$ cat src/include/cbi_params.svh
// cbi_params.svh: register offsets, field positions, reset values, vectors and status codes
// assumes it is included by the bus port modules, with cbi_pkg compiled first
`ifndef CBI_PARAMS_SVH
`define CBI_PARAMS_SVH
`define CBI_OFS_ADDR 5'h00
`define CBI_OFS_DATA 5'h04
`define CBI_OFS_CMD 5'h08
`define CBI_OFS_MASK 5'h0C
`define CBI_OFS_IRQ 5'h10
`define CBI_OFS_STAT 5'h14
`define CBI_PC_RST 16'h0000
`define CBI_VEC_TRAP 8'h24
`define CBI_VEC_HI 8'h3C
`define CBI_VEC_MID 8'h34
`define CBI_VEC_LO 8'h2C
`define CBI_VEC_GEN 8'h00
`define CBI_MSK_RST 3'h7
`define CBI_STS_HALT 2'h0
`define CBI_STS_WRITE 2'h1
`define CBI_STS_READ 2'h2
`define CBI_STS_FETCH 2'h3
`define CBI_MW_MSE 3
`define CBI_MW_HICLR 4
`define CBI_MW_SOE 6
`define CBI_MW_SOV 7
`define CBI_MW_IEV 8
`define CBI_MW_IEWE 9
`endif

$ cat src/include/cbi_pkg.sv
// cbi_pkg: state, command and interrupt types of the bus and interrupt port
// assumes nothing beyond a SystemVerilog compiler
package cbi_pkg;
	typedef enum logic [4:0] {
		ST_IDLE = 5'h01, ST_T1 = 5'h02, ST_T2 = 5'h04, ST_TW = 5'h08, ST_T3 = 5'h10
	} cbi_state_t;
	typedef enum logic [2:0] {
		CK_MRD = 3'h0, CK_MWR = 3'h1, CK_IORD = 3'h2, CK_IOWR = 3'h3, CK_FETCH = 3'h4,
		CK_HALT = 3'h5
	} cbi_kind_t;
	typedef enum logic [2:0] {
		SRC_TRAP = 3'h0, SRC_HI = 3'h1, SRC_MID = 3'h2, SRC_LO = 3'h3, SRC_GEN = 3'h4
	} cbi_src_t;
	typedef struct packed {
		logic take;
		cbi_src_t src;
		logic [7:0] vec;
	} cbi_take_t;
	typedef struct packed {
		logic trap;
		logic hi;
		logic mid;
		logic lo;
		logic gen;
	} cbi_irq_lines_t;
endpackage

$ cat src/hdl/cbi_sync3.sv
// cbi_sync3: three flip-flop synchroniser for pin inputs
// assumes inputs asynchronous to clk_sys; output moves when stages two and three agree
`timescale 1ns/100ps
module cbi_sync3 import cbi_pkg::*; #(parameter int W = 1) (
	input wire logic clk_sys,
	input wire logic rst_n,
	input wire logic [W-1:0] async_in,
	output logic [W-1:0] sync_out
);
	logic [W-1:0] s1_reg, s2_reg, s3_reg, out_reg;
	// s1 feeds s2 only, so metastability never reaches the agree test
	always_ff @(posedge clk_sys or negedge rst_n) begin
		if (!rst_n) begin
			s1_reg <= '0;
			s2_reg <= '0;
			s3_reg <= '0;
			out_reg <= '0;
		end else begin
			s1_reg <= async_in;
			s2_reg <= s1_reg;
			s3_reg <= s2_reg;
			out_reg <= (s2_reg & s3_reg) | (out_reg & (s2_reg ^ s3_reg));
		end
	end
	assign sync_out = out_reg;
endmodule // cbi_sync3

$ cat src/hdl/cbi_irq_ctrl.sv
// cbi_irq_ctrl: trigger capture, masking and fixed priority of the five interrupt inputs
// assumes synchronised lines and a sample strobe from the bus port
`timescale 1ns/100ps
`include "cbi_params.svh"
module cbi_irq_ctrl import cbi_pkg::*; (
	input wire logic clk_sys,
	input wire logic rst_n,
	input wire cbi_irq_lines_t lines,
	input wire logic ie,
	input wire logic [2:0] mask,
	input wire logic sample,
	input wire logic clr_hi,
	output cbi_take_t take_o,
	output logic [2:0] pend_o
);
	logic trap_prev_reg, trap_edge_reg, hi_prev_reg, hi_latch_reg;
	cbi_take_t take_reg;
	cbi_src_t src_sel;
	logic [7:0] vec_sel;
	wire trap_rise = lines.trap & ~trap_prev_reg;
	wire hi_rise = lines.hi & ~hi_prev_reg;
	// a take in flight blocks a second one in the cycle before ie is cleared
	wire ie_eff = ie & ~take_reg.take;
	wire req_trap = trap_edge_reg & lines.trap;
	wire req_hi = hi_latch_reg & ~mask[2] & ie_eff;
	wire req_mid = lines.mid & ~mask[1] & ie_eff;
	wire req_lo = lines.lo & ~mask[0] & ie_eff;
	wire req_gen = lines.gen & ie_eff;
	wire any_req = req_trap | req_hi | req_mid | req_lo | req_gen;
	wire take_now = sample & any_req;
	assign src_sel = req_trap ? SRC_TRAP : req_hi ? SRC_HI : req_mid ? SRC_MID :
		req_lo ? SRC_LO : SRC_GEN;
	assign vec_sel = req_trap ? `CBI_VEC_TRAP : req_hi ? `CBI_VEC_HI : req_mid ? `CBI_VEC_MID :
		req_lo ? `CBI_VEC_LO : `CBI_VEC_GEN;
	always_ff @(posedge clk_sys or negedge rst_n) begin
		if (!rst_n) begin
			trap_prev_reg <= 1'b0;
			trap_edge_reg <= 1'b0;
			hi_prev_reg <= 1'b0;
			hi_latch_reg <= 1'b0;
			take_reg <= '0;
		end else begin
			trap_prev_reg <= lines.trap;
			hi_prev_reg <= lines.hi;
			// a new edge wins over the clear of the one being serviced
			if (trap_rise)
				trap_edge_reg <= 1'b1;
			else if (take_now && src_sel == SRC_TRAP)
				trap_edge_reg <= 1'b0;
			// the highest restart latches even while masked
			if (hi_rise)
				hi_latch_reg <= 1'b1;
			else if (clr_hi || (take_now && src_sel == SRC_HI))
				hi_latch_reg <= 1'b0;
			take_reg <= '{take: take_now, src: src_sel, vec: vec_sel};
		end
	end
	assign take_o = take_reg;
	assign pend_o = {hi_latch_reg, lines.mid, lines.lo};
endmodule // cbi_irq_ctrl

$ cat src/hdl/cbi_port.sv
// cbi_port: pin-level bus cycles, hold, interrupts, reset and clock outputs of an 8-bit cpu
// assumes software drives the core over Avalon-MM; pins resolve from the _oe outputs outside
//
// Functional notes
// - low address on shared lines in first state, then data in states two and three.
// - upper address on its own lines, floated in hold, halt and reset.
// - latch strobe pulses in the first state, never floated; captured on its fall.
// - read strobe low marks a read with the data lines free.
// - write strobe low while write data is valid through its trailing edge.
// - ready sampled in read and write cycles; low adds whole clock cycles.
// - hold request releases the bus after the current transfer; bus regained after removal.
// - during hold acknowledge address, data, strobes and io select float.
// - hold acknowledge rises half or one clock before release; bus retaken half a clock after drop.
// - general request sampled at instruction end and during hold and halt.
// - accepted general request stops the pc and issues an interrupt acknowledge.
// - interrupt acknowledge replaces the read strobe in the following fetch cycle.
// - interrupt enable set and cleared by software, cleared by reset and acceptance.
// - restart inputs share sampling, insert restarts and each is masked by software.
// - trap ignores masks and enable and has the highest priority.
// - trap edge plus level, highest restart latched edge, others high levels.
// - fixed priority trap first, general last; trap 24H, middle 34H, lowest 2CH.
// - pc saved before branching to any vector.
// - reset zeroes pc, clears enable and hold acknowledge, floats bus and controls.
// - reset output follows reset, synchronised, whole clock periods.
// - processor clock is the input clock halved and driven out.
// - mask read returns the serial input at bit 7; mask write sets serial output.
`timescale 1ns/100ps
`include "cbi_params.svh"
module cbi_port import cbi_pkg::*; (
	input wire logic clk_sys,
	input wire logic rst_n,
	input wire logic [4:0] avs_address,
	input wire logic avs_read,
	input wire logic avs_write,
	input wire logic [31:0] avs_writedata,
	input wire logic [3:0] avs_byteenable,
	output logic [31:0] avs_readdata,
	output logic avs_waitrequest,
	input wire logic [7:0] ad_i,
	output logic [7:0] ad_o,
	output logic ad_oe,
	output logic [7:0] addr_high,
	output logic addr_high_oe,
	output logic ale,
	output logic rd_n,
	output logic rd_oe,
	output logic wr_n,
	output logic wr_oe,
	output logic io_m,
	output logic io_m_oe,
	output logic cycle_status0,
	output logic cycle_status1,
	input wire logic ready,
	input wire logic hold_req,
	output logic hold_ack,
	input wire logic trap_in,
	input wire logic restart_hi,
	input wire logic restart_mid,
	input wire logic restart_lo,
	input wire logic general_irq,
	output logic irq_ack_n,
	output logic reset_out,
	output logic clk_out,
	input wire logic serial_in_line,
	output logic serial_out_line
);
	function automatic logic [31:0] be_merge(input logic [31:0] old, input logic [31:0] wd,
		input logic [3:0] be);
		for (int i = 0; i < 4; i++)
			be_merge[8*i +: 8] = be[i] ? wd[8*i +: 8] : old[8*i +: 8];
	endfunction

	cbi_state_t st_reg, st_next;
	cbi_kind_t kind_reg;
	cbi_take_t take;
	logic phase_reg, reset_out_reg, launched_reg, hold_ack_reg, float_reg, halted_reg;
	logic ack_pend_reg, ie_reg, sod_reg, take_v_reg, rd_ack_reg;
	logic is_wr_reg, is_ack_reg, io_cyc_reg;
	logic [1:0] sts_reg;
	logic [2:0] mask_reg, pend;
	logic [7:0] data_reg;
	logic [11:0] take_info_reg;
	logic [15:0] addr_reg, pc_reg, ret_pc_reg, cur_addr_reg;
	logic [31:0] rdata_reg, rmux;
	logic [15:0] pins_s;

	cbi_sync3 #(.W(16)) u_sync (
		.clk_sys(clk_sys),
		.rst_n(rst_n),
		.async_in({ad_i, ready, hold_req, trap_in, restart_hi, restart_mid, restart_lo,
			general_irq, serial_in_line}),
		.sync_out(pins_s)
	);
	wire [7:0] ad_s = pins_s[15:8];
	wire ready_s = pins_s[7];
	wire hold_s = pins_s[6];
	wire si_s = pins_s[0];

	// register decode
	wire sel_addr = avs_address == `CBI_OFS_ADDR;
	wire sel_data = avs_address == `CBI_OFS_DATA;
	wire sel_cmd = avs_address == `CBI_OFS_CMD;
	wire sel_mask = avs_address == `CBI_OFS_MASK;
	wire sel_irq = avs_address == `CBI_OFS_IRQ;
	wire sel_stat = avs_address == `CBI_OFS_STAT;
	wire [31:0] wd_m = be_merge(rmux, avs_writedata, avs_byteenable);
	wire wr_b0 = avs_write & avs_byteenable[0];
	wire wr_cmd = wr_b0 & sel_cmd;
	wire wr_mask = wr_b0 & sel_mask;
	wire wr_irq = wr_b0 & sel_irq;
	wire [2:0] cmd_code = avs_writedata[2:0];
	wire cmd_bus = cmd_code <= CK_FETCH;
	wire cmd_halt = cmd_code == CK_HALT;

	// processor clock is half of clk_sys; tick marks its last clk_sys cycle
	wire tick = phase_reg;
	wire st_idle = st_reg == ST_IDLE;
	wire in_t1 = st_reg == ST_T1;
	wire in_strobe = (st_reg == ST_T2) | (st_reg == ST_TW) | (st_reg == ST_T3);
	wire cyc_end = (st_reg == ST_T3) & tick;
	// a pending hold beats a new cycle so the bus is given up between transfers
	wire start = wr_cmd & cmd_bus & ~launched_reg & st_idle & tick & ~hold_s & ~hold_ack_reg &
		~float_reg & ~reset_out_reg & ~halted_reg;
	wire drive = ~float_reg & ~reset_out_reg;
	wire drive_nh = drive & ~halted_reg;
	wire sample = wr_irq | hold_ack_reg | halted_reg;
	wire [7:0] take_vec = take.vec;

	always_comb begin
		st_next = st_reg;
		unique case (st_reg)
			ST_IDLE: if (start) st_next = ST_T1;
			ST_T1: if (tick) st_next = ST_T2;
			ST_T2: if (tick) st_next = ready_s ? ST_T3 : ST_TW;
			ST_TW: if (tick && ready_s) st_next = ST_T3;
			ST_T3: if (tick) st_next = ST_IDLE;
			default: st_next = ST_IDLE;
		endcase
	end

	assign rmux = sel_addr ? {16'h0000, addr_reg} :
		sel_data ? {24'h000000, data_reg} :
		sel_cmd ? {28'h0000000, launched_reg, kind_reg} :
		sel_mask ? {24'h000000, si_s, pend, ie_reg, mask_reg} :
		sel_irq ? {ret_pc_reg, 3'h0, take_v_reg, take_info_reg} :
		sel_stat ? {pc_reg, 12'h000, ack_pend_reg, reset_out_reg, halted_reg, hold_ack_reg} :
		32'h00000000;

	cbi_irq_ctrl u_irq (
		.clk_sys(clk_sys),
		.rst_n(rst_n),
		.lines('{trap: pins_s[5], hi: pins_s[4], mid: pins_s[3], lo: pins_s[2], gen: pins_s[1]}),
		.ie(ie_reg),
		.mask(mask_reg),
		.sample(sample),
		.clr_hi(wr_mask & avs_writedata[`CBI_MW_HICLR]),
		.take_o(take),
		.pend_o(pend)
	);

	// clock divider, reset output and hold handshake
	always_ff @(posedge clk_sys or negedge rst_n) begin
		if (!rst_n) begin
			phase_reg <= 1'b0;
			reset_out_reg <= 1'b1;
			hold_ack_reg <= 1'b0;
			float_reg <= 1'b0;
		end else begin
			phase_reg <= ~phase_reg;
			if (tick)
				reset_out_reg <= 1'b0;
			if (hold_s && st_idle)
				hold_ack_reg <= 1'b1;
			else if (!hold_s)
				hold_ack_reg <= 1'b0;
			// floats at the next tick after acknowledge, half or one processor clock later; returns half a clock after its drop
			if (!hold_ack_reg)
				float_reg <= 1'b0;
			else if (tick)
				float_reg <= 1'b1;
		end
	end

	// bus cycle sequencer
	always_ff @(posedge clk_sys or negedge rst_n) begin
		if (!rst_n) begin
			st_reg <= ST_IDLE;
			kind_reg <= CK_MRD;
			launched_reg <= 1'b0;
			is_wr_reg <= 1'b0;
			is_ack_reg <= 1'b0;
			io_cyc_reg <= 1'b0;
			sts_reg <= `CBI_STS_READ;
			cur_addr_reg <= `CBI_PC_RST;
			data_reg <= 8'h00;
			addr_reg <= 16'h0000;
		end else begin
			st_reg <= st_next;
			if (start) begin
				kind_reg <= cbi_kind_t'(cmd_code);
				launched_reg <= 1'b1;
				is_wr_reg <= cmd_code == CK_MWR || cmd_code == CK_IOWR;
				is_ack_reg <= cmd_code == CK_FETCH && ack_pend_reg;
				io_cyc_reg <= cmd_code == CK_IORD || cmd_code == CK_IOWR ||
					(cmd_code == CK_FETCH && ack_pend_reg);
				sts_reg <= cmd_code == CK_FETCH ? `CBI_STS_FETCH :
					(cmd_code == CK_MWR || cmd_code == CK_IOWR) ? `CBI_STS_WRITE :
					`CBI_STS_READ;
				// io cycles repeat the 8-bit port number on both halves
				cur_addr_reg <= cmd_code == CK_FETCH ? pc_reg :
					(cmd_code == CK_IORD || cmd_code == CK_IOWR) ?
					{addr_reg[7:0], addr_reg[7:0]} : addr_reg;
			end else if (cyc_end) begin
				launched_reg <= 1'b0;
			end
			// zero-wait reads only see data that was stable well before the strobe
			if (cyc_end && !is_wr_reg)
				data_reg <= ad_s;
			else if (avs_write && sel_data)
				data_reg <= wd_m[7:0];
			if (avs_write && sel_addr)
				addr_reg <= wd_m[15:0];
		end
	end

	// pc, interrupt enable, masks, serial output and interrupt capture
	always_ff @(posedge clk_sys or negedge rst_n) begin
		if (!rst_n) begin
			pc_reg <= `CBI_PC_RST;
			ret_pc_reg <= `CBI_PC_RST;
			ie_reg <= 1'b0;
			mask_reg <= `CBI_MSK_RST;
			sod_reg <= 1'b0;
			halted_reg <= 1'b0;
			ack_pend_reg <= 1'b0;
			take_v_reg <= 1'b0;
			take_info_reg <= 12'h000;
		end else begin
			if (take.take && take.src != SRC_GEN) begin
				ret_pc_reg <= pc_reg;
				pc_reg <= {8'h00, take_vec};
			end else if (cyc_end && kind_reg == CK_FETCH && !is_ack_reg) begin
				pc_reg <= pc_reg + 16'h0001;
			end else if (avs_write && sel_stat) begin
				pc_reg <= wd_m[31:16];
			end
			if (take.take)
				ie_reg <= 1'b0;
			else if (wr_mask && avs_writedata[`CBI_MW_IEWE])
				ie_reg <= avs_writedata[`CBI_MW_IEV];
			if (wr_mask && avs_writedata[`CBI_MW_MSE])
				mask_reg <= avs_writedata[2:0];
			if (wr_mask && avs_writedata[`CBI_MW_SOE])
				sod_reg <= avs_writedata[`CBI_MW_SOV];
			if (take.take)
				halted_reg <= 1'b0;
			else if (wr_cmd && cmd_halt && st_idle)
				halted_reg <= 1'b1;
			// the acknowledge fetch leaves the pc alone, the inserted instruction steers it
			if (take.take && take.src == SRC_GEN)
				ack_pend_reg <= 1'b1;
			else if (cyc_end && is_ack_reg)
				ack_pend_reg <= 1'b0;
			if (take.take) begin
				take_v_reg <= 1'b1;
				take_info_reg <= {take.src, 1'b0, take.vec};
			end else if (rd_ack_reg && sel_irq) begin
				take_v_reg <= 1'b0;
			end
		end
	end

	// register reads take one wait cycle so read data comes from a flip-flop
	always_ff @(posedge clk_sys or negedge rst_n) begin
		if (!rst_n) begin
			rd_ack_reg <= 1'b0;
			rdata_reg <= 32'h00000000;
		end else begin
			rd_ack_reg <= avs_read & ~rd_ack_reg;
			if (avs_read && !rd_ack_reg)
				rdata_reg <= rmux;
		end
	end

	assign avs_readdata = rdata_reg;
	assign avs_waitrequest = (avs_read & ~rd_ack_reg) | (wr_cmd & cmd_bus & ~cyc_end);
	assign ale = in_t1;
	assign ad_o = in_t1 ? cur_addr_reg[7:0] : data_reg;
	assign ad_oe = drive_nh & (in_t1 | (in_strobe & is_wr_reg));
	assign addr_high = cur_addr_reg[15:8];
	assign addr_high_oe = drive_nh;
	assign rd_n = ~(in_strobe & ~is_wr_reg & ~is_ack_reg);
	assign rd_oe = drive_nh;
	assign wr_n = ~(in_strobe & is_wr_reg);
	assign wr_oe = drive_nh;
	assign io_m = io_cyc_reg;
	assign io_m_oe = drive_nh;
	assign {cycle_status1, cycle_status0} = halted_reg ? `CBI_STS_HALT : sts_reg;
	assign irq_ack_n = ~(in_strobe & is_ack_reg);
	assign hold_ack = hold_ack_reg;
	assign reset_out = reset_out_reg;
	assign clk_out = phase_reg;
	assign serial_out_line = sod_reg;
endmodule // cbi_port

$ cat config.mk
export PLATFORM = sky130hd
export DESIGN_NAME = cbi_port
export DESIGN_NICKNAME = d
export VERILOG_FILES = /design/src/include/cbi_pkg.sv /design/src/hdl/cbi_sync3.sv /design/src/hdl/cbi_irq_ctrl.sv /design/src/hdl/cbi_port.sv
export VERILOG_INCLUDE_DIRS = /design/src /design/src/include
export SDC_FILE = /design/constraint.sdc
export NUM_CORES = 1
export LEC_CHECK = 0
export CAP_MARGIN = 15
export CORE_UTILIZATION = 55
export CTS_CLUSTER_DIAMETER = 150
export DETAILED_ROUTE_END_ITERATION = 8
export DONT_BUFFER_PORTS = 1
export GPL_ROUTABILITY_DRIVEN = 0
export PLACE_DENSITY = 0.7
export SETUP_SLACK_MARGIN = 0.3
export SYNTH_ARGS = -nofsm -noshare
export SYNTH_HDL_FRONTEND = slang
export SYNTH_SLANG_ARGS = --single-unit
$ cat constraint.sdc
create_clock -name clk_sys -period 2.6 [get_ports clk_sys]
set_input_delay 0.26 -clock clk_sys [delete_from_list [all_inputs] [get_ports clk_sys]]
set_output_delay 0.26 -clock clk_sys [all_outputs]
set_load 0.02 [all_outputs]
# After elaboration in Yosys (flattened, before gate mapping)

Cells that the tools add are included.

Memory bits (writable): 0
Bits in read-only memories: 0
Input bits: 61
Logic and storage cells: 228
Memories: 0
Latch bits: 0
Output and inout bits: 65
Register bits: 222

Add/subtract/negate cells: 1
$mul: 0
Divide/modulo/power cells: 0
Bitwise gates (word level): 70
Order comparisons: 1
Reduce and logical (&&, ||, !) cells: 40
Eq/ne operators: 26
Muxes and demuxes: 54
Shifts and indexed selects: 0

Operators with widths:

| kind                    | number |
|---|---|
| $mux W32                | 6 |
| $mux W16                | 5 |
| $mux W8                 | 10 |
| $and A1 B1 Y1           | 36 |
| $and A16 B16 Y16        | 2 |
| $mux W5                 | 6 |
| $pmux W5 S5             | 1 |
| $logic_and A1 B1 Y1     | 21 |
| $not A1 Y1              | 20 |
| $mux W1                 | 18 |
| $add A16 B1 Y16 const B | 1 |
| $or A16 B16 Y16         | 1 |
| $reduce_bool A2 Y1      | 8 |
| $xor A16 B16 Y16        | 1 |
| $eq A5 B4 Y1 const B    | 3 |
| $eq A5 B5 Y1 const B    | 3 |
| $eq A3 B3 Y1 const B    | 4 |
| $mux W3                 | 4 |
| $eq A5 B3 Y1 const B    | 2 |
| $ne A2 B2 Y1 const B    | 5 |
| $or A1 B1 Y1            | 10 |
| $eq A3 B1 Y1 const B    | 2 |
| $eq A3 B2 Y1 const B    | 2 |
| $mux W2                 | 3 |
| other kinds (12)        | 18 |

# Depth between registers and ports, before layout

Gate-level depths: netlist of run 1.

Word-level depth: 13
Mapped depth: 8
Gate-level depth less buffers: 5

# Cells and area by module

Synthesis of run 1 repeated with hierarchy kept, for this count alone.

Cell total of the unflattened synthesis: 978
Area total of the unflattened synthesis: 10085.9 um^2

Modules (own cells, without submodules):

| module       | times used | cells each | area an instance (um^2) | sequential area each (um^2) |
|---|---|---|---|---|
| cbi_port     | 1          | 836        | 7687.4                  | 3560.9 |
| cbi_sync3    | 1          | 96         | 1921.8                  | 1601.5 |
| cbi_irq_ctrl | 1          | 46         | 476.7                   | 250.2 |

# Worst setup path before layout of run 1

Ideal clock, no wire load.

Path type: reg-to-reg
Start: register halted_reg
End: register st_reg[2]
Cell stages (with the launch flop): 5
Path buffers: 0
Data arrival time: 1.911 ns
Slack: 0.564 ns
Required time: 2.475 ns
Cell sequence: dfrtp_1 -> nor3_1 -> nand4_1 -> a21boi_2 -> mux2_4

Longest elaborated chain between the ends: 4

Ends and longest elaborated chain:

| element                            | line            | RTL |
|---|---|---|
| from (decl)                        | cbi_port.sv:76  | `logic phase_reg, reset_out_reg, launched_reg, hold_ack_reg, float_reg, halted_reg;` |
| from (signal assigned)             | cbi_port.sv:234 | `halted_reg <= 1'b0;` |
| from (signal assigned)             | cbi_port.sv:256 | `halted_reg <= 1'b0;` |
| from (signal assigned)             | cbi_port.sv:258 | `halted_reg <= 1'b1;` |
| $not A1 Y1                         | cbi_port.sv:123 | `~float_reg & ~reset_out_reg & ~halted_reg;` |
| $and A1 B1 Y1                      | cbi_port.sv:123 |  |
| $ne A2 B1 Y1 (no source line)      | n/a             |  |
| $reduce_and A5 Y1 (no source line) | n/a             |  |
| to (signal assigned)               | cbi_port.sv:198 | `st_reg <= st_next;` |
| to (decl)                          | cbi_port.sv:73  | `cbi_state_t st_reg, st_next;` |

No other way between the ends.
A chain may end at the register's enable or synchronous reset.

# Final worst setup path of run 1

Start: register st_reg[4]
End: output ad_o[5]

Longest elaborated chain between the ends: 2

Ends and longest elaborated chain:

| element      | line            | RTL |
|---|---|---|
| $eq A5 B2 Y1 | cbi_port.sv:118 | `wire in_t1 = st_reg == ST_T1;` |
| $mux W8      | cbi_port.sv:288 | `assign ad_o = in_t1 ? cur_addr_reg[7:0] : data_reg;` |
| to (decl)    | cbi_port.sv:40  | `output logic [7:0] ad_o,` |

No other way between the ends.

==> results of run 1 <==
==> cells by family after synthesis <==
logic type | count (synthesis)
AND/OR/NAND/NOR | 325
multiplexers | 73
adder cells (fa/ha/maj) | 17
AO/OA/AOI/OAI | 215
buffers and inverters | 79
XOR/XNOR | 5
flip-flops | 210
==> repair_timing <==
| action | 4_1_cts | 5_1_grt |
|---|---|---|
| setup endpoints to repair | 7 | 9 |
| pin swaps | 0 | 1 |
| setup buffers | 1 | 6 |
| cloned | 1 | 0 |
| hold buffers | 37 | 1 |
| hold endpoints to repair | 268 | 211 |
| gates resized for setup | 4 | 4 |
==> power by group <==
group / internal (mW) / switching, mW / leakage [nW] / total [mW]
clock: 1.99 / 1.29 / 0.380 / 3.28
combinational: 0.431 / 0.419 / 1.97 / 0.850
sequential: 3.63 / 0.433 / 2.66 / 4.06
total: 6.05 / 2.14 / 5.01 / 8.19
==> per-stage QoR <==
step	hold WS, ps	total power [mW]	setup slack (ps)	instance area (µm²)
2_1_floorplan	-35.6	4.64	564	9640
3_3_place_gp	-25.6	4.86	583	9720
3_5_place_dp	-25.2	4.90	551	9720
4_1_cts	-574	8.24	303	10900
5_1_grt	-572	8.53	269	10900
6_report	-554	8.19	306	10900
==> worst paths after layout <==
kind / to / slack, ps / cells after the start
max: ad_o[5] / 310 / 3
min: u_sync.s1_reg[7] / -550 / 0
max reg2reg: pc_reg[9] / 460 / 6
min reg2reg: u_sync.s2_reg[12] / 350 / 0
max in group asynchronous: u_sync.s2_reg[1] / 2820 / 0
min in group clk_sys: data_reg[1] / 10 / 2
==> synth_stat cells (all sizes together), types with 13 or more instances <==
master    n
o21ai    89
inv      17
nand2   170
mux2i    18
a21oi    33
ha       17
and3     13
a21o     19
dfrtp   204
nand3    16
nor2     53
buf      34
mux2     55
clkbuf   28
==> area by class of cell <==
cell class / instances / area, µm² / area share [%]
timing repair buffer: 60 / 547 / 5.00
multi-input combinational: 635 / 4020 / 36.7
clock buffer: 34 / 676 / 6.17
inverter: 17 / 63.8 / 0.583
clock inverter: 6 / 91.3 / 0.834
sequential: 210 / 5270 / 48.1
tap: 225 / 282 / 2.57
==> metal layers <==
layer | up-vias | global-route usage (%)
li1 | 3290 | -
met1 | 3506 | 36.7
met2 | 288 | 41.8
met3 | 77 | 7.45
met4 | 4 | 11.4
met5 | - | 0
==> summary.txt, run 1 <==
Synth
  – Post-synthesis mux area share: between 8 and 9%
  – Largest family of logic cells by synthesized area: simple AND/OR/NAND/NOR gates
  – Top_reg_cell synth: dfrtp_1
  – Simple-gate area share of the yosys netlist: 16.3%
  – Flops & latches, synth: 210
  – Syn Std Cell Area: between 9000 and 10000 µm²
  – Sequential fraction of the synthesis area: 54.6%
  – XOR/XNOR Fraction of Synth Area: 0.454%
  – Synth cell types: 74
  – Dominant cells by area after synthesis: dfrtp_1 (53%), nand2_1 (6.6%), mux2_2 (5.8%)
  – Cell count after synthesis: 924
  – Largest area contributor in the netlist: dfrtp_1
  – Synth Net Count: 1002
  – YS warnings: 0
  – Synth Area in Adders: 2.21%
  – FFs w/ async S/R, synth: 100%
  – EDFF count, synth: 0
  – Compound-gate portion of the synthesized area: between 10 and 15%
  – Share of the synthesized area in the top cell type: 52.9%
  – Synthesized area per cell: 10.4 µm²

Floorplan
  – Core area: 17200 µm²
  – Die span in x: 134 µm
  – Boundary Pins: 126
  – FP Rows: 48
  – Die ar.: 18100 µm²
  – Starting Density: between 50% and 60%
  – Die height: 134 µm

STA
  – Clock skew: ~15 ps
  – Final setup viols: 0
  – Max-slew violation count: 0
  – Worst-margin pin slew: between 700 and 800 ps
  – Minimum hold slack: -554 ps
  – TNS Setup: 0 ps
  – Tcrit/Tclk final: about nine tenths
  – RSZ-0062 raised after global routing: yes
  – Tmin final: 2290 ps
  – FMAX: 436 MHz
  – Max_slew headroom: 49.9%
  – Final Hold Viols: 210

Global routing
  – First-pass GRT wire length: between 30 and 40 mm
  – Initial antenna violation count: 2
  – Number of global-route vias before repair: between 7k and 8k
  – Gr usage total: 27.3%
  – Largest net degree at the start of global routing: 211
  – Gr ovfl total: 0

Power
  – LEAKAGE: 5.01 nW
  – Power per cell area: 748 nW/µm²
  – Worst vdd ir: 0.591 mV

Run status
  – Status: finished with violations
  – Failing checks: hold timing

Hold path
  – Worst hold path type: in2async

Cells and area
  – Max reg flops: 32
  – Inserted Diodes: 0
  – Fin cells: 1187
  – Commonest non-fill, non-tap cell in the layout: dfrtp_1
  – Area grow syn2layout: 13.5%
  – Fillers: 1365
  – Nets: 1024
  – Share of layout cells above drive strength 1: 14.9%
  – Final Core Density: 63.5%
  – Leading cell types in the layout, fill and taps excluded: dfrtp_1 (201), nand2_1 (170), o21ai_0 (69)

Worst setup path
  – Delay-heaviest family, CP: flip-flops
  – CP Launch Point: st_reg[4]
  – Slowest Stage Delay on Critical Path: 500 ps
  – CP Launch Type: flop
  – Sum of buffers and inverters on the critical path: 1
  – Critical path class: reg2out
  – FF-to-FF Start: st_reg[1]
  – Worst Path Max Fanout: 10
  – Critical path endpoint category: output pin
  – Worst path arrival time: 2030 ps
  – Critical path's slowest cell: dfrtp_1
  – WP data required: 2340 ps
  – Worst path cell trace: nor4b_4, buf_6, mux2_2

Job
  – Maximum Capacitance Violations: 0

Routing
  – Drt pass-1 iters: 5
  – WL met3: 2.04 mm
  – Top Metal Used: met5
  – Vias per cell: 6.04
  – Met2 WL: 10.9 mm
  – Final WL: 24.1 mm
  – Vias post-DR: 7165
  – Avg WL per Cell: a little over 20 µm
  – Final ANT Viol Nets: 0
  – Wire length on met1: 10.2 mm
  – Detailed Route Iter0 Violations: between 500 and 600
  – Drt drc: 0

Clocking
  – CTS Buf Count: 22
  – Clk buf depth: 3
  – Clock Sinks: 210
  – CTS H-tree lvls: 1
  – Clock-pin transition on the worst setup and hold timing paths: 60 ps
  – Worst skew pair latency: approximately 520 ps
  – Clock Root Buffer: clkbuf_16
  – Clock tree from TritonCTS: yes

Placed design
  – PortBufs: 0
  – Dpl hpwl: 16.3 mm
  – Placed cell count: 1101
Note: power is estimated with default switching activity, not from simulation.
==> run 2: changes to the inputs <==
- ABC_AREA: not set -> 1
==> summary.txt, run 2 <==
Run status
  – Status: finished with violations
  – Failing checks: hold timing

STA
  – Worst-margin pin slew: 807 ps (+73.4 ps)
  – FMAX: 435 MHz (-0.18%)
  – Max-slew violation count: 0 (unchanged)
  – Minimum hold slack: -553 ps (+1.15 ps)
  – Clock skew: 15.7 ps (+1.16 ps)
  – Max_slew headroom: 45.7% (-4.2 points)
  – TNS Setup: 0 ps (unchanged)
  – RSZ-0062 raised after global routing: yes
  – Final setup viols: 0 (unchanged)
  – Tcrit/Tclk final: 88.4% (+0.16 points)
  – Tmin final: 2300 ps (+4.21 ps)
  – Final Hold Viols: 210 (unchanged)

Job
  – Maximum Capacitance Violations: 0 (unchanged)

Floorplan
  – Core area: 17300 µm² (+0.35%)
  – Die height: 135 µm (+0.57%)
  – Die span in x: 135 µm (+0.57%)
  – FP Rows: 48 (unchanged)
  – Boundary Pins: 126 (unchanged)
  – Die ar.: 18300 µm² (+1.1%)
  – Starting Density: 56.4% (+0.45 points)

Global routing
  – Number of global-route vias before repair: 7206 (+2.1%)
  – Initial antenna violation count: 0 (-2)
  – Largest net degree at the start of global routing: 211 (unchanged)
  – Gr usage total: 27.1% (-0.21 points)
  – Gr ovfl total: 0 (unchanged)
  – First-pass GRT wire length: 37.9 mm (-0.22%)

Synth
  – List of most frequent post-synthesis cells: nand2_1 (296), dfrtp_1 (204), o21ai_0 (123), inv_1 (102), nor2_1 (66)
  – Largest area contributor in the netlist: dfrtp_1
  – Synthesized area per cell: 8.76 µm² (-16%)
  – EDFF count, synth: 0 (unchanged)
  – Synth cell types: 41 (-45%)
  – Share of the synthesized area in the top cell type: 52.3% (-0.60 points)
  – FFs w/ async S/R, synth: 100% (unchanged)
  – Synth Net Count: 1192 (+19%)
  – Cell with the most instances after synthesis: nand2_1
  – YS warnings: 0 (unchanged)
  – Cell count after synthesis: 1114 (+21%)
  – Syn Std Cell Area: 9750 µm² (+1.2%)
  – Flops & latches, synth: 210 (unchanged)
  – Top_reg_cell synth: dfrtp_1
  – Sequential fraction of the synthesis area: 54.0% (-0.62 points)
  – Dominant cells by area after synthesis: dfrtp_1 (52%), nand2_1 (11%), o21ai_0 (6.3%)

Worst setup path
  – Critical path's slowest cell: dfstp_2
  – Critical path class: reg2out
  – Critical path endpoint category: output pin
  – WP data required: 2340 ps (about the same)
  – Worst path arrival time: 2040 ps (about the same)
  – Slowest Stage Delay on Critical Path: 610 ps (+110 ps)
  – Reg2reg setup slack: 660 ps (+200 ps)
  – R2R cell count: 9 (+3)
  – Worst Path Max Fanout: 12 (+2)
  – Most frequent CP cell: buf_4
  – Worst path cell trace: nor2_1, nand3_1, nor2_4, buf_4, o21ai_0, buf_4
  – CP Launch Type: flop

Power
  – Power per cell area: 762 nW/µm² (+1.9%)
  – Worst vdd ir: 0.698 mV (+18%)
  – Combinational share of power: 11.5% (+1.1 points)
  – Net Sw Power: 2.24 mW (+4.5%)
  – Clk pwr share: 42.0% (+2.0 points)
  – Flop pwr share: 46.5% (-3.1 points)
  – Tot Pwr: 8.43 mW (+3.1%)
  – Power Internal: 6.20 mW (+2.5%)
  – LEAKAGE: 5.29 nW (+5.6%)
  – Sw Share: 26.5% (+0.37 points)

Cells and area
  – Max reg flops: 32 (unchanged)
  – Leading cell types in the layout, fill and taps excluded: nand2_1 (295), dfrtp_1 (203), o21ai_0 (122)
  – Final Core Density: 64.0% (+0.49 points)
  – Fillers: 1450 (+6.2%)
  – Commonest non-fill, non-tap cell in the layout: nand2_1
  – Nets: 1220 (+19%)
  – Share of layout cells above drive strength 1: 10.9% (-4.0 points)
  – Inserted Diodes: 0 (unchanged)
  – Area grow syn2layout: 13.5% (about the same)

Routing
  – Drt drc: 0 (unchanged)
  – Final WL: 24.0 mm (-0.36%)
  – Avg WL per Cell: 17.4 µm (-14%)
  – Vias per cell: 5.53 (-8.3%)
  – Drt pass-1 iters: 5 (unchanged)
  – Final ANT Viol Nets: 0 (unchanged)
  – Detailed Route Iter0 Violations: 501 (-12%)
  – Vias post-DR: 7643 (+6.7%)

Placed design
  – PortBufs: 0 (unchanged)
  – Dpl hpwl: 16.9 mm (+4.0%)

Clocking
  – Clk buf depth: 3 (unchanged)
  – Hold-fix buffers at CTS: 37 (unchanged)
  – CTS Buf Count: 23 (+4.5%)
  – Clock-pin transition on the worst setup and hold timing paths: 50 ps (about the same)
  – CTS H-tree lvls: 1 (unchanged)
  – Clock tree from TritonCTS: yes
  – Clock Sinks: 210 (unchanged)
  – Worst skew pair latency: 520 ps (about the same)
  – Clock Root Buffer: clkbuf_16

Hold path
  – Worst hold path type: in2async
-- run 2: cell types whose count changed after synthesis, moves of 18 or more --
cell / previous run / this run
o21ai_0: 69 / 123
nand2_1: 170 / 296
nand3_1: 15 / 56
mux2_2: 50 / 0
o21ai_2: 0 / 20
mux2i_1: 18 / 0
inv_1: 17 / 102
-- run 2: worst max-delay path, delay by kind of cell (launching register included) --
| kind | cells | cell delay [ps] |
|---|---|---|
| AOI/OAI and AO/OA | 1 | 230 |
| buffers and inverters | 2 | 380 |
| DFF | 1 | 610 |
| and+or+nand+nor | 3 | 310 |
-- run 2: path summary, 6_finish.rpt --
kind / startpoint / end
setup / recovery: st_reg[0] / avs_waitrequest
hold / removal: rst_n / u_sync.s3_reg[7]
setup reg to reg: hold_ack / st_reg[2]
hold reg to reg: u_sync.s1_reg[1] / u_sync.s2_reg[1]
max in group asynchronous: rst_n / mask_reg[1]
min in group clk_sys: avs_byteenable[3] / pc_reg[11]
-- run 2: cell families after synthesis --
| kind of cell | after synthesis | synth area share, % |
|---|---|---|
| simple gates | 480 | 21.7 |
| compound gates | 238 | 14.0 |
| flops | 210 | 54.0 |
| buf+inv | 160 | 7.36 |
| fa+ha+maj | 17 | 2.18 |
| xor+xnor | 9 | 0.808 |
-- run 2: area by class of cell --
class	instances	area (µm²)	share of cell area (%)
Sequential cell	210	5260	47.6
Multi-Input combinational cell	744	3800	34.3
Clock buffer	30	652	5.89
Tap cell	225	282	2.54
Clock inverter	9	176	1.59
Timing Repair Buffer	51	474	4.28
Inverter	112	423	3.82
-- run 2: power groups by stage --
stage	combinational, mW	clock (mW)	sequential, mW
after floorplan	0.701	0	3.87
after global placement	0.876	0	3.96
after detailed placement	0.894	0	3.97
after CTS	0.962	3.59	3.91
after global routing	1.08	3.73	3.96
final	0.970	3.54	3.92
-- run 2: layer usage --
layer	vias up	share of wire (%)	track usage, %
met3	56	6.5	5.42
met4	0	3.4	10.4
met2	253	48	44.1
li1	3691	-	-
met1	3643	42	35.8
met5	-	0	0
-- run 2: per-stage QoR --
| stage | cells | worst slack (ps) | area, µm² |
|---|---|---|---|
| floorplan | 1114 | 823 | 9750 |
| global placement | 1302 | 718 | 9830 |
| detailed placement | 1302 | 685 | 9830 |
| CTS | 1381 | 307 | 11100 |
| global route | 1381 | 281 | 11100 |
| finish | 1381 | 301 | 11100 |
-- run 2: repair_timing --
item	4_1_cts	5_1_grt
endpoints found under the setup margin	7	9
gates cloned	2	0
setup buffers	1	0
resized for setup	4	2
pin swaps	2	1
endpoints found under the hold margin	257	210
